[src/rtl/readback_pkg.sv]
package readback_pkg;

    // Frame and field sizes
    localparam int NUM_CH = 4;
    localparam int NUM_KINDS = 4;
    localparam int DATA_W = 9;
    localparam int ADDR_W = 5;
    localparam logic [4:0] FRAME_BITS = 5'h10;

    // Positions inside a received frame
    localparam int RX_WDIN_BIT = 15;
    localparam int RX_CH_LO = 13;
    localparam int RX_WADDR_LO = 9;

    // Register addresses of a write frame
    localparam logic [3:0] WR_SELECT = 4'h0;
    localparam logic [3:0] WR_PULSE = 4'h1;
    localparam logic [3:0] WR_OVERCUR = 4'h4;
    localparam logic [3:0] WR_GLOBAL = 4'h5;

    // Low codes of the status select address
    localparam logic [2:0] CODE_STATUS = 3'h0;
    localparam logic [2:0] CODE_PULSE = 3'h1;
    localparam logic [2:0] CODE_CFG_FIRST = 3'h2;
    localparam logic [2:0] CODE_CFG_SECOND = 3'h3;
    localparam logic [2:0] CODE_OVERCUR = 3'h4;

    // Full status select addresses
    localparam logic [4:0] ADDR_GLOBAL = 5'h05;
    localparam logic [4:0] ADDR_DIAG_CLOCK = 5'h07;
    localparam logic [4:0] ADDR_DIAG_INPUTS = 5'h0F;
    localparam logic [4:0] ADDR_PRODUCT = 5'h17;
    localparam logic [4:0] STATUS_ADDR_RESET = 5'h00;

    // Global configuration fields
    localparam int GLB_VDD_FAIL_BIT = 8;
    localparam int GLB_TEMP_BIT = 5;
    localparam int GLB_SENSE_BIT = 4;
    localparam int GLB_OV_DIS_BIT = 0;

    // Values after reset
    localparam logic [8:0] PULSE_RESET = 9'h000;
    localparam logic [8:0] CFG_FIRST_RESET = 9'h008;
    localparam logic [8:0] CFG_SECOND_RESET = 9'h000;
    localparam logic [8:0] OVERCUR_RESET = 9'h100;
    localparam logic [8:0] GLOBAL_RESET = 9'h000;
    localparam logic [NUM_KINDS-1:0][8:0] KIND_RESET = {OVERCUR_RESET, CFG_SECOND_RESET,
                                                         CFG_FIRST_RESET, PULSE_RESET};

endpackage : readback_pkg

[src/rtl/spi_readback.sv]
`timescale 1ns/1ps

module spi_readback
    import readback_pkg::*;
#(
    parameter int CHANNELS = NUM_CH,
    parameter logic [2:0] PRODUCT_ID = 3'h5 // Arbitrary value
) (
    // Clock and reset
    input wire logic sys_clk,
    input wire logic sys_rst,
    // Serial link pins
    input wire logic spi_cs_n,
    input wire logic spi_sck,
    input wire logic spi_mosi,
    output logic spi_miso,
    output logic spi_miso_oe_n,
    // Direct control input pins
    input wire logic [3:0] direct_input,
    // Device state from the switch logic
    input wire logic [NUM_CH-1:0][7:0] fault_status,
    input wire logic por_flag,
    input wire logic normal_mode,
    input wire logic clock_fail,
    input wire logic calib_fail,
    input wire logic thermal_prewarning,
    input wire logic watchdog_enabled_flag,
    input wire logic failsafe_active,
    input wire logic [3:0] failsafe_outputs,
    // Programmed configuration
    output logic [NUM_CH-1:0][8:0] pulse_width_settings,
    output logic [NUM_CH-1:0][8:0] output_config_first,
    output logic [NUM_CH-1:0][8:0] output_config_second,
    output logic [NUM_CH-1:0][8:0] overcurrent_settings,
    output logic [8:0] global_config,
    output logic watchdog_in
);

    // Two select bits serve exactly four channels
    if (CHANNELS != NUM_CH) begin : g_bad_channels
        $error("spi_readback supports four channels only");
    end

    // Synchronisers and edge history
    logic [2:0] cs_pipe_reg;
    logic [2:0] sck_pipe_reg;
    logic [1:0] mosi_pipe_reg;
    logic [3:0] din_s1_reg;
    logic [3:0] din_s2_reg;

    // Frame state
    logic [15:0] rx_reg;
    logic [15:0] tx_reg;
    logic [4:0] bit_cnt_reg;
    logic [4:0] status_addr_reg;
    logic prev_wdin_reg;
    logic miso_reg;
    logic miso_oe_n_reg;
    logic cfg_written_reg;
    wire [NUM_KINDS-1:0][NUM_CH-1:0][8:0] chan_cfg_reg;
    logic [8:0] global_reg;

    always_ff @(posedge sys_clk or posedge sys_rst) begin
        if (sys_rst) begin
            cs_pipe_reg <= 3'h7;
            sck_pipe_reg <= 3'h0;
            mosi_pipe_reg <= 2'h0;
            din_s1_reg <= 4'h0;
            din_s2_reg <= 4'h0;
        end else begin
            cs_pipe_reg <= {cs_pipe_reg[1:0], spi_cs_n};
            sck_pipe_reg <= {sck_pipe_reg[1:0], spi_sck};
            mosi_pipe_reg <= {mosi_pipe_reg[0], spi_mosi};
            din_s1_reg <= direct_input;
            din_s2_reg <= din_s1_reg;
        end
    end

    // Edge detection on the synchronised link
    wire cs_low = !cs_pipe_reg[1];
    wire cs_fall = cs_pipe_reg[2] && !cs_pipe_reg[1];
    wire cs_rise = !cs_pipe_reg[2] && cs_pipe_reg[1];
    wire sck_rise = cs_low && !sck_pipe_reg[2] && sck_pipe_reg[1];
    wire sck_fall = cs_low && sck_pipe_reg[2] && !sck_pipe_reg[1];

    // Decoding of a completed frame; frames of other lengths are dropped
    wire frame_commit = cs_rise && (bit_cnt_reg == FRAME_BITS);
    wire [3:0] rx_waddr = rx_reg[RX_WADDR_LO +: 4];
    wire [1:0] rx_ch = rx_reg[RX_CH_LO +: 2];
    wire [8:0] rx_data = rx_reg[DATA_W-1:0];
    wire cfg_write = frame_commit && (rx_waddr >= WR_PULSE) && (rx_waddr <= WR_GLOBAL);

    // Readback selection
    wire [2:0] sel_code = status_addr_reg[2:0];
    wire [1:0] sel_ch = status_addr_reg[4:3];
    wire [1:0] sel_kind = 2'(sel_code - CODE_PULSE);
    wire per_output = (sel_code >= CODE_PULSE) && (sel_code <= CODE_OVERCUR);
    wire [3:0] input_report = failsafe_active ? failsafe_outputs : din_s2_reg;
    wire [8:0] status_data = {por_flag, fault_status[sel_ch]};
    wire [8:0] diag_clock_calib_temp = {6'h00, clock_fail, calib_fail, thermal_prewarning};
    wire [8:0] diag_inputs_watchdog = {4'h0, input_report, watchdog_enabled_flag};
    wire [8:0] product_identifier = {6'h00, PRODUCT_ID};
    wire [8:0] resp_data =
        (sel_code == CODE_STATUS) ? status_data :
        per_output ? chan_cfg_reg[sel_kind][sel_ch] :
        (status_addr_reg == ADDR_GLOBAL) ? global_reg :
        (status_addr_reg == ADDR_DIAG_CLOCK) ? diag_clock_calib_temp :
        (status_addr_reg == ADDR_DIAG_INPUTS) ? diag_inputs_watchdog :
        (status_addr_reg == ADDR_PRODUCT) ? product_identifier : 9'h000;
    wire [15:0] resp_word = {prev_wdin_reg, status_addr_reg, normal_mode, resp_data};

    // Shift engine: load at select, sample on rising, shift on falling
    always_ff @(posedge sys_clk or posedge sys_rst) begin
        if (sys_rst) begin
            rx_reg <= 16'h0000;
            tx_reg <= 16'h0000;
            bit_cnt_reg <= 5'h00;
            miso_reg <= 1'b0;
            miso_oe_n_reg <= 1'b1;
        end else begin
            miso_oe_n_reg <= !cs_low;
            if (cs_fall) begin
                tx_reg <= resp_word;
                miso_reg <= resp_word[15];
                bit_cnt_reg <= 5'h00;
            end else if (sck_rise) begin
                rx_reg <= {rx_reg[14:0], mosi_pipe_reg[1]};
                bit_cnt_reg <= (bit_cnt_reg > FRAME_BITS) ? bit_cnt_reg : bit_cnt_reg + 5'h01;
            end else if (sck_fall) begin
                tx_reg <= {tx_reg[14:0], 1'b0};
                miso_reg <= tx_reg[14];
            end
        end
    end

    // Status address, watchdog echo and global configuration
    always_ff @(posedge sys_clk or posedge sys_rst) begin
        if (sys_rst) begin
            status_addr_reg <= STATUS_ADDR_RESET;
            prev_wdin_reg <= 1'b0;
            global_reg <= GLOBAL_RESET;
            cfg_written_reg <= 1'b0;
        end else if (frame_commit) begin
            prev_wdin_reg <= rx_reg[RX_WDIN_BIT];
            cfg_written_reg <= cfg_written_reg || cfg_write;
            if (rx_waddr == WR_SELECT) begin
                status_addr_reg <= rx_reg[ADDR_W-1:0];
            end
            if (rx_waddr == WR_GLOBAL) begin
                global_reg <= rx_data;
            end
        end
    end

    // Per-channel configuration registers
    for (genvar k = 0; k < NUM_KINDS; k++) begin : g_kind
        for (genvar c = 0; c < NUM_CH; c++) begin : g_ch
            logic [8:0] cell_reg;
            wire hit = frame_commit && (rx_waddr == 4'(k + 1)) && (rx_ch == 2'(c));
            always_ff @(posedge sys_clk or posedge sys_rst) begin
                if (sys_rst) begin
                    cell_reg <= KIND_RESET[k];
                end else if (hit) begin
                    cell_reg <= rx_data;
                end
            end
            // One driver per cell keeps each register in its own process
            assign chan_cfg_reg[k][c] = cell_reg;
        end
    end

    // Output connections
    assign spi_miso = miso_reg;
    assign spi_miso_oe_n = miso_oe_n_reg;
    assign pulse_width_settings = chan_cfg_reg[0];
    assign output_config_first = chan_cfg_reg[1];
    assign output_config_second = chan_cfg_reg[2];
    assign overcurrent_settings = chan_cfg_reg[3];
    assign global_config = global_reg;
    assign watchdog_in = prev_wdin_reg;
endmodule : spi_readback

[config.mk]
export PLATFORM = sky130hd
export DESIGN_NAME = spi_readback
export DESIGN_NICKNAME = d
export VERILOG_FILES = /design/src/rtl/readback_pkg.sv /design/src/rtl/spi_readback.sv
export SDC_FILE = /design/constraint.sdc
export NUM_CORES = 1
export LEC_CHECK = 0
export BUFFER_PORTS_ARGS = -buffer_cell sky130_fd_sc_hd__buf_2
export CORE_MARGIN = 1
export CORE_UTILIZATION = 40
export CTS_BUF_LIST = sky130_fd_sc_hd__clkbuf_16
export DETAILED_ROUTE_END_ITERATION = 12
export GPL_TIMING_DRIVEN = 1
export PLACE_DENSITY = 0.65
export SLEW_MARGIN = 20
export SYNTH_ARGS = -nofsm -noshare
export SYNTH_HDL_FRONTEND = slang
export SYNTH_SLANG_ARGS = --single-unit
[constraint.sdc]
create_clock -name sys_clk -period 8.3 [get_ports sys_clk]
set_input_delay 1.245 -clock sys_clk [delete_from_list [all_inputs] [get_ports sys_clk]]
set_output_delay 1.245 -clock sys_clk [all_outputs]
set_load 0.02 [all_outputs]
==> results.sh <==
export IMPL_hp_class="flip-flop to flip-flop"
export IMPL_vias=7072
export IMPL_slew_viol_final=0
export IMPL_synth_adder_area_share_pct=0.6275
export IMPL_worstSetupStartpointType="flip-flop"
export IMPL_die_w_um=159.9
export IMPL_maxCapViolCount=0
export IMPL_cts_resized=0
export IMPL_seqCellArea_sq_um=5321
export IMPL_post_dp_hpwl_mm=20.73
export IMPL_power_frac_seq_pct=49.5
export IMPL_finalCritPeriodShare_pct=45.09
export IMPL_finalClockSkew_ns=0.01063
export IMPL_netlist_instances=724
export IMPL_whs_path_depth=0
export IMPL_p_sw_share_pct=23.83
export IMPL_synth_area_mux_share_pct=30.41
export IMPL_clockBufferDepth=3
export IMPL_synth_compound_area_share_pct=5.271
export IMPL_synth_cell_area_sq_um=9970
export IMPL_placementRows=57
export IMPL_drive_gt1_share_pct=53.81
export IMPL_area_growth_pct=21.26
export IMPL_max_freq_ghz=0.2672
export IMPL_ys_ff_latch=212
export IMPL_setup_viol=0
export IMPL_met3_length_mm=1.931
export IMPL_ys_seq_area_share_pct=53.35
export IMPL_final_cells=1255
export IMPL_path_class="flip-flop to flip-flop"
export IMPL_final_cell_mix="207 x buf_2, 199 x dfrtp_1, 184 x mux2_2"
export IMPL_placed_cells=1211
export IMPL_grt_pass1_vias=7010
export IMPL_htree_num_levels=1
export IMPL_firstDrtPassIters=5
export IMPL_hold_buffers=0
export IMPL_clock_latency_ns=0.51
export IMPL_rsz0062_at_grt="no"
export IMPL_critPathRequiredTime_ns=8.67
export IMPL_synth_simple_area_share_pct=7.781
export IMPL_worstMarginPinSlew_ns=1.053
export IMPL_finalNetCount=971
export IMPL_fp_dieH_um=159.9
export IMPL_postRouteAntennaNets=0
export IMPL_final_common_cell="buf_2"
export IMPL_largest_reg_flops=144
export IMPL_synth_avg_cell_area_sq_um=13.77
export IMPL_grt_use_total_pct=23.61
export IMPL_cts_tree="done"
export IMPL_start_util_pct=40.87
export IMPL_viasPerCell=5.635
export IMPL_synth_top_family_by_area="multiplexers"
export IMPL_slew_headroom_pct=28.82
export IMPL_combPwrFrac_pct=3.8
export IMPL_antenna_found_initial=0
export IMPL_grt_pass1_wl_mm=45.36
export IMPL_end_kind="flip-flop"
export IMPL_grt_overflow=0
export IMPL_diodes=0
export IMPL_tns_ns=0
export IMPL_ys_warn_count=0
export IMPL_wl_per_cell_um=24.02
export IMPL_cellLeakagePower_uw=0.005978
export IMPL_cts_root_buf="clkbuf_16"
export IMPL_synth_edf_count=0
export IMPL_cts_setup_buffers=0
export IMPL_synthXorXnorAreaFrac_pct=0.2636
export IMPL_async_flop_share_pct=100.0
export IMPL_r2r_cells=8
export IMPL_finalWorstPathRequiredPeriod_ns=3.742
export IMPL_grt_max_degree=136
export IMPL_crit_fanout=46
export IMPL_syn_nets=781
export IMPL_drt_iter0_markers=582
export IMPL_routed_top_layer="met4"
export IMPL_io_pins=208
export IMPL_multiInputGateArea_sq_um=4432
export IMPL_post_synth_num_cell_types=61
export IMPL_fill_cells=2200
export IMPL_worstPathArrival_ns=4.11
export IMPL_status="complete, no violations"
export IMPL_die_area_sq_um=25560
export IMPL_wl_met1_mm=13.76
export IMPL_cts_sinks=212
export IMPL_hold_violations=0
export IMPL_p_total_uw=2274
export IMPL_gp_congestion=0.8063
export IMPL_clk_pin_slew_ns=0.06
export IMPL_cts_buffers_inserted=24
export IMPL_core_area_sq_um=24390
export IMPL_wl_mm=30.14
export IMPL_drc=0
export IMPL_synthFlopType="dfrtp_1"
export IMPL_power_frac_clock_pct=46.7
export IMPL_p_int_uw=1733
export IMPL_p_switching_uw=541.9
export IMPL_ir_worst_vdd_uv=126.6
export IMPL_cellPowerDensity_nw_per_um2=188.1
export IMPL_wl_met2_mm=13.79
export IMPL_portBuffers=207
==> logic make-up after synthesis <==
family,Yosys count
compound gates,79
xor+xnor,3
fa+ha+maj,5
buf+inv,58
flops,212
mux,241
simple gates,126
==> critical path, cell delays in order (launching register included) <==
cell and delay, ns:
dfrtp_2 0.98, inv_1 0.33, ha_2 0.58, buf_4 0.60
mux4_2 0.58, nand2_1 0.09, a21oi_1 0.08, nor3_1 0.25
o22ai_1 0.10
==> stage by stage <==
step	utilization, %	setup slack (ns)	hold WS (ns)	instance area (sq um)
finish	49.56	4.558	0.3482	12090
global route	49.56	4.354	0.3520	12090
CTS	49.48	4.582	0.3504	12070
detailed placement	46.25	4.588	0.3379	11280
global placement	46.25	4.698	0.3335	11280
floorplan	-	1.279	0.3312	9970
==> power groups by stage <==
stage	Combinational (uW)	Sequential (uW)	Clock (uW)
CTS	88.0	1120	1070
detailed placement	87.4	1140	0
global placement	86.1	1140	0
finish	87.4	1130	1060
floorplan	92.7	1080	0
global route	97.7	1130	1120
==> Yosys cell counts, types with 4 or more instances <==
cell type / count / area, sq um
inv_1: 7 / 26.28
o22ai_1: 7 / 43.79
nor2_1: 21 / 78.83
dfstp_2: 11 / 289.0
a31oi_1: 5 / 31.28
nor3_1: 5 / 25.02
nor2b_1: 16 / 100.1
a211oi_1: 11 / 82.58
dfrtp_1: 201 / 5030
mux4_2: 31 / 698.2
o21ai_0: 14 / 70.07
nor2_2: 8 / 50.05
mux2i_1: 25 / 250.2
nand3_1: 6 / 30.03
clkbuf_1: 34 / 127.6
ha_1: 5 / 62.56
nor3_4: 4 / 65.06
buf_2: 9 / 45.04
mux2_2: 184 / 2072
nand2_1: 30 / 112.6
a21oi_1: 17 / 85.08
nand2b_1: 11 / 68.82
buf_1: 8 / 30.03
a221oi_1: 4 / 35.03
==> layer usage <==
layer  GRT usage (%)  vias to the layer above
li1                -                     3059
met1           35.24                     3677
met2           36.18                      295
met3           3.481                       41
met4           5.801                        0
met5               0                        -
==> area by class of cell <==
cell class | count | share of cell area [%]
Tap cell | 324 | 3.353
Inverter | 7 | 0.2794
Clock inverter | 18 | 1.345
Clock buffer | 25 | 5.175
Timing Repair Buffer | 215 | 9.170
Multi-Input combinational cell | 454 | 36.66
Sequential cell | 212 | 44.02
==> worst paths after layout <==
path / slack [ns] / startpoint / end
hold reg to reg: 0.35 / sck_pipe_reg[0] / sck_pipe_reg[1]
setup reg to reg: 4.56 / status_addr_reg[0] / tx_reg[2]
min in group asynchronous: 0.93 / sys_rst / g_kind[2].g_ch[0].cell_reg[6]
max in group asynchronous: 5.99 / sys_rst / rx_reg[14]
setup / recovery: 4.56 / status_addr_reg[0] / tx_reg[2]
hold / removal: 0.35 / sck_pipe_reg[0] / sck_pipe_reg[1]
No activity file was read; power rests on OpenSTA's default activity.
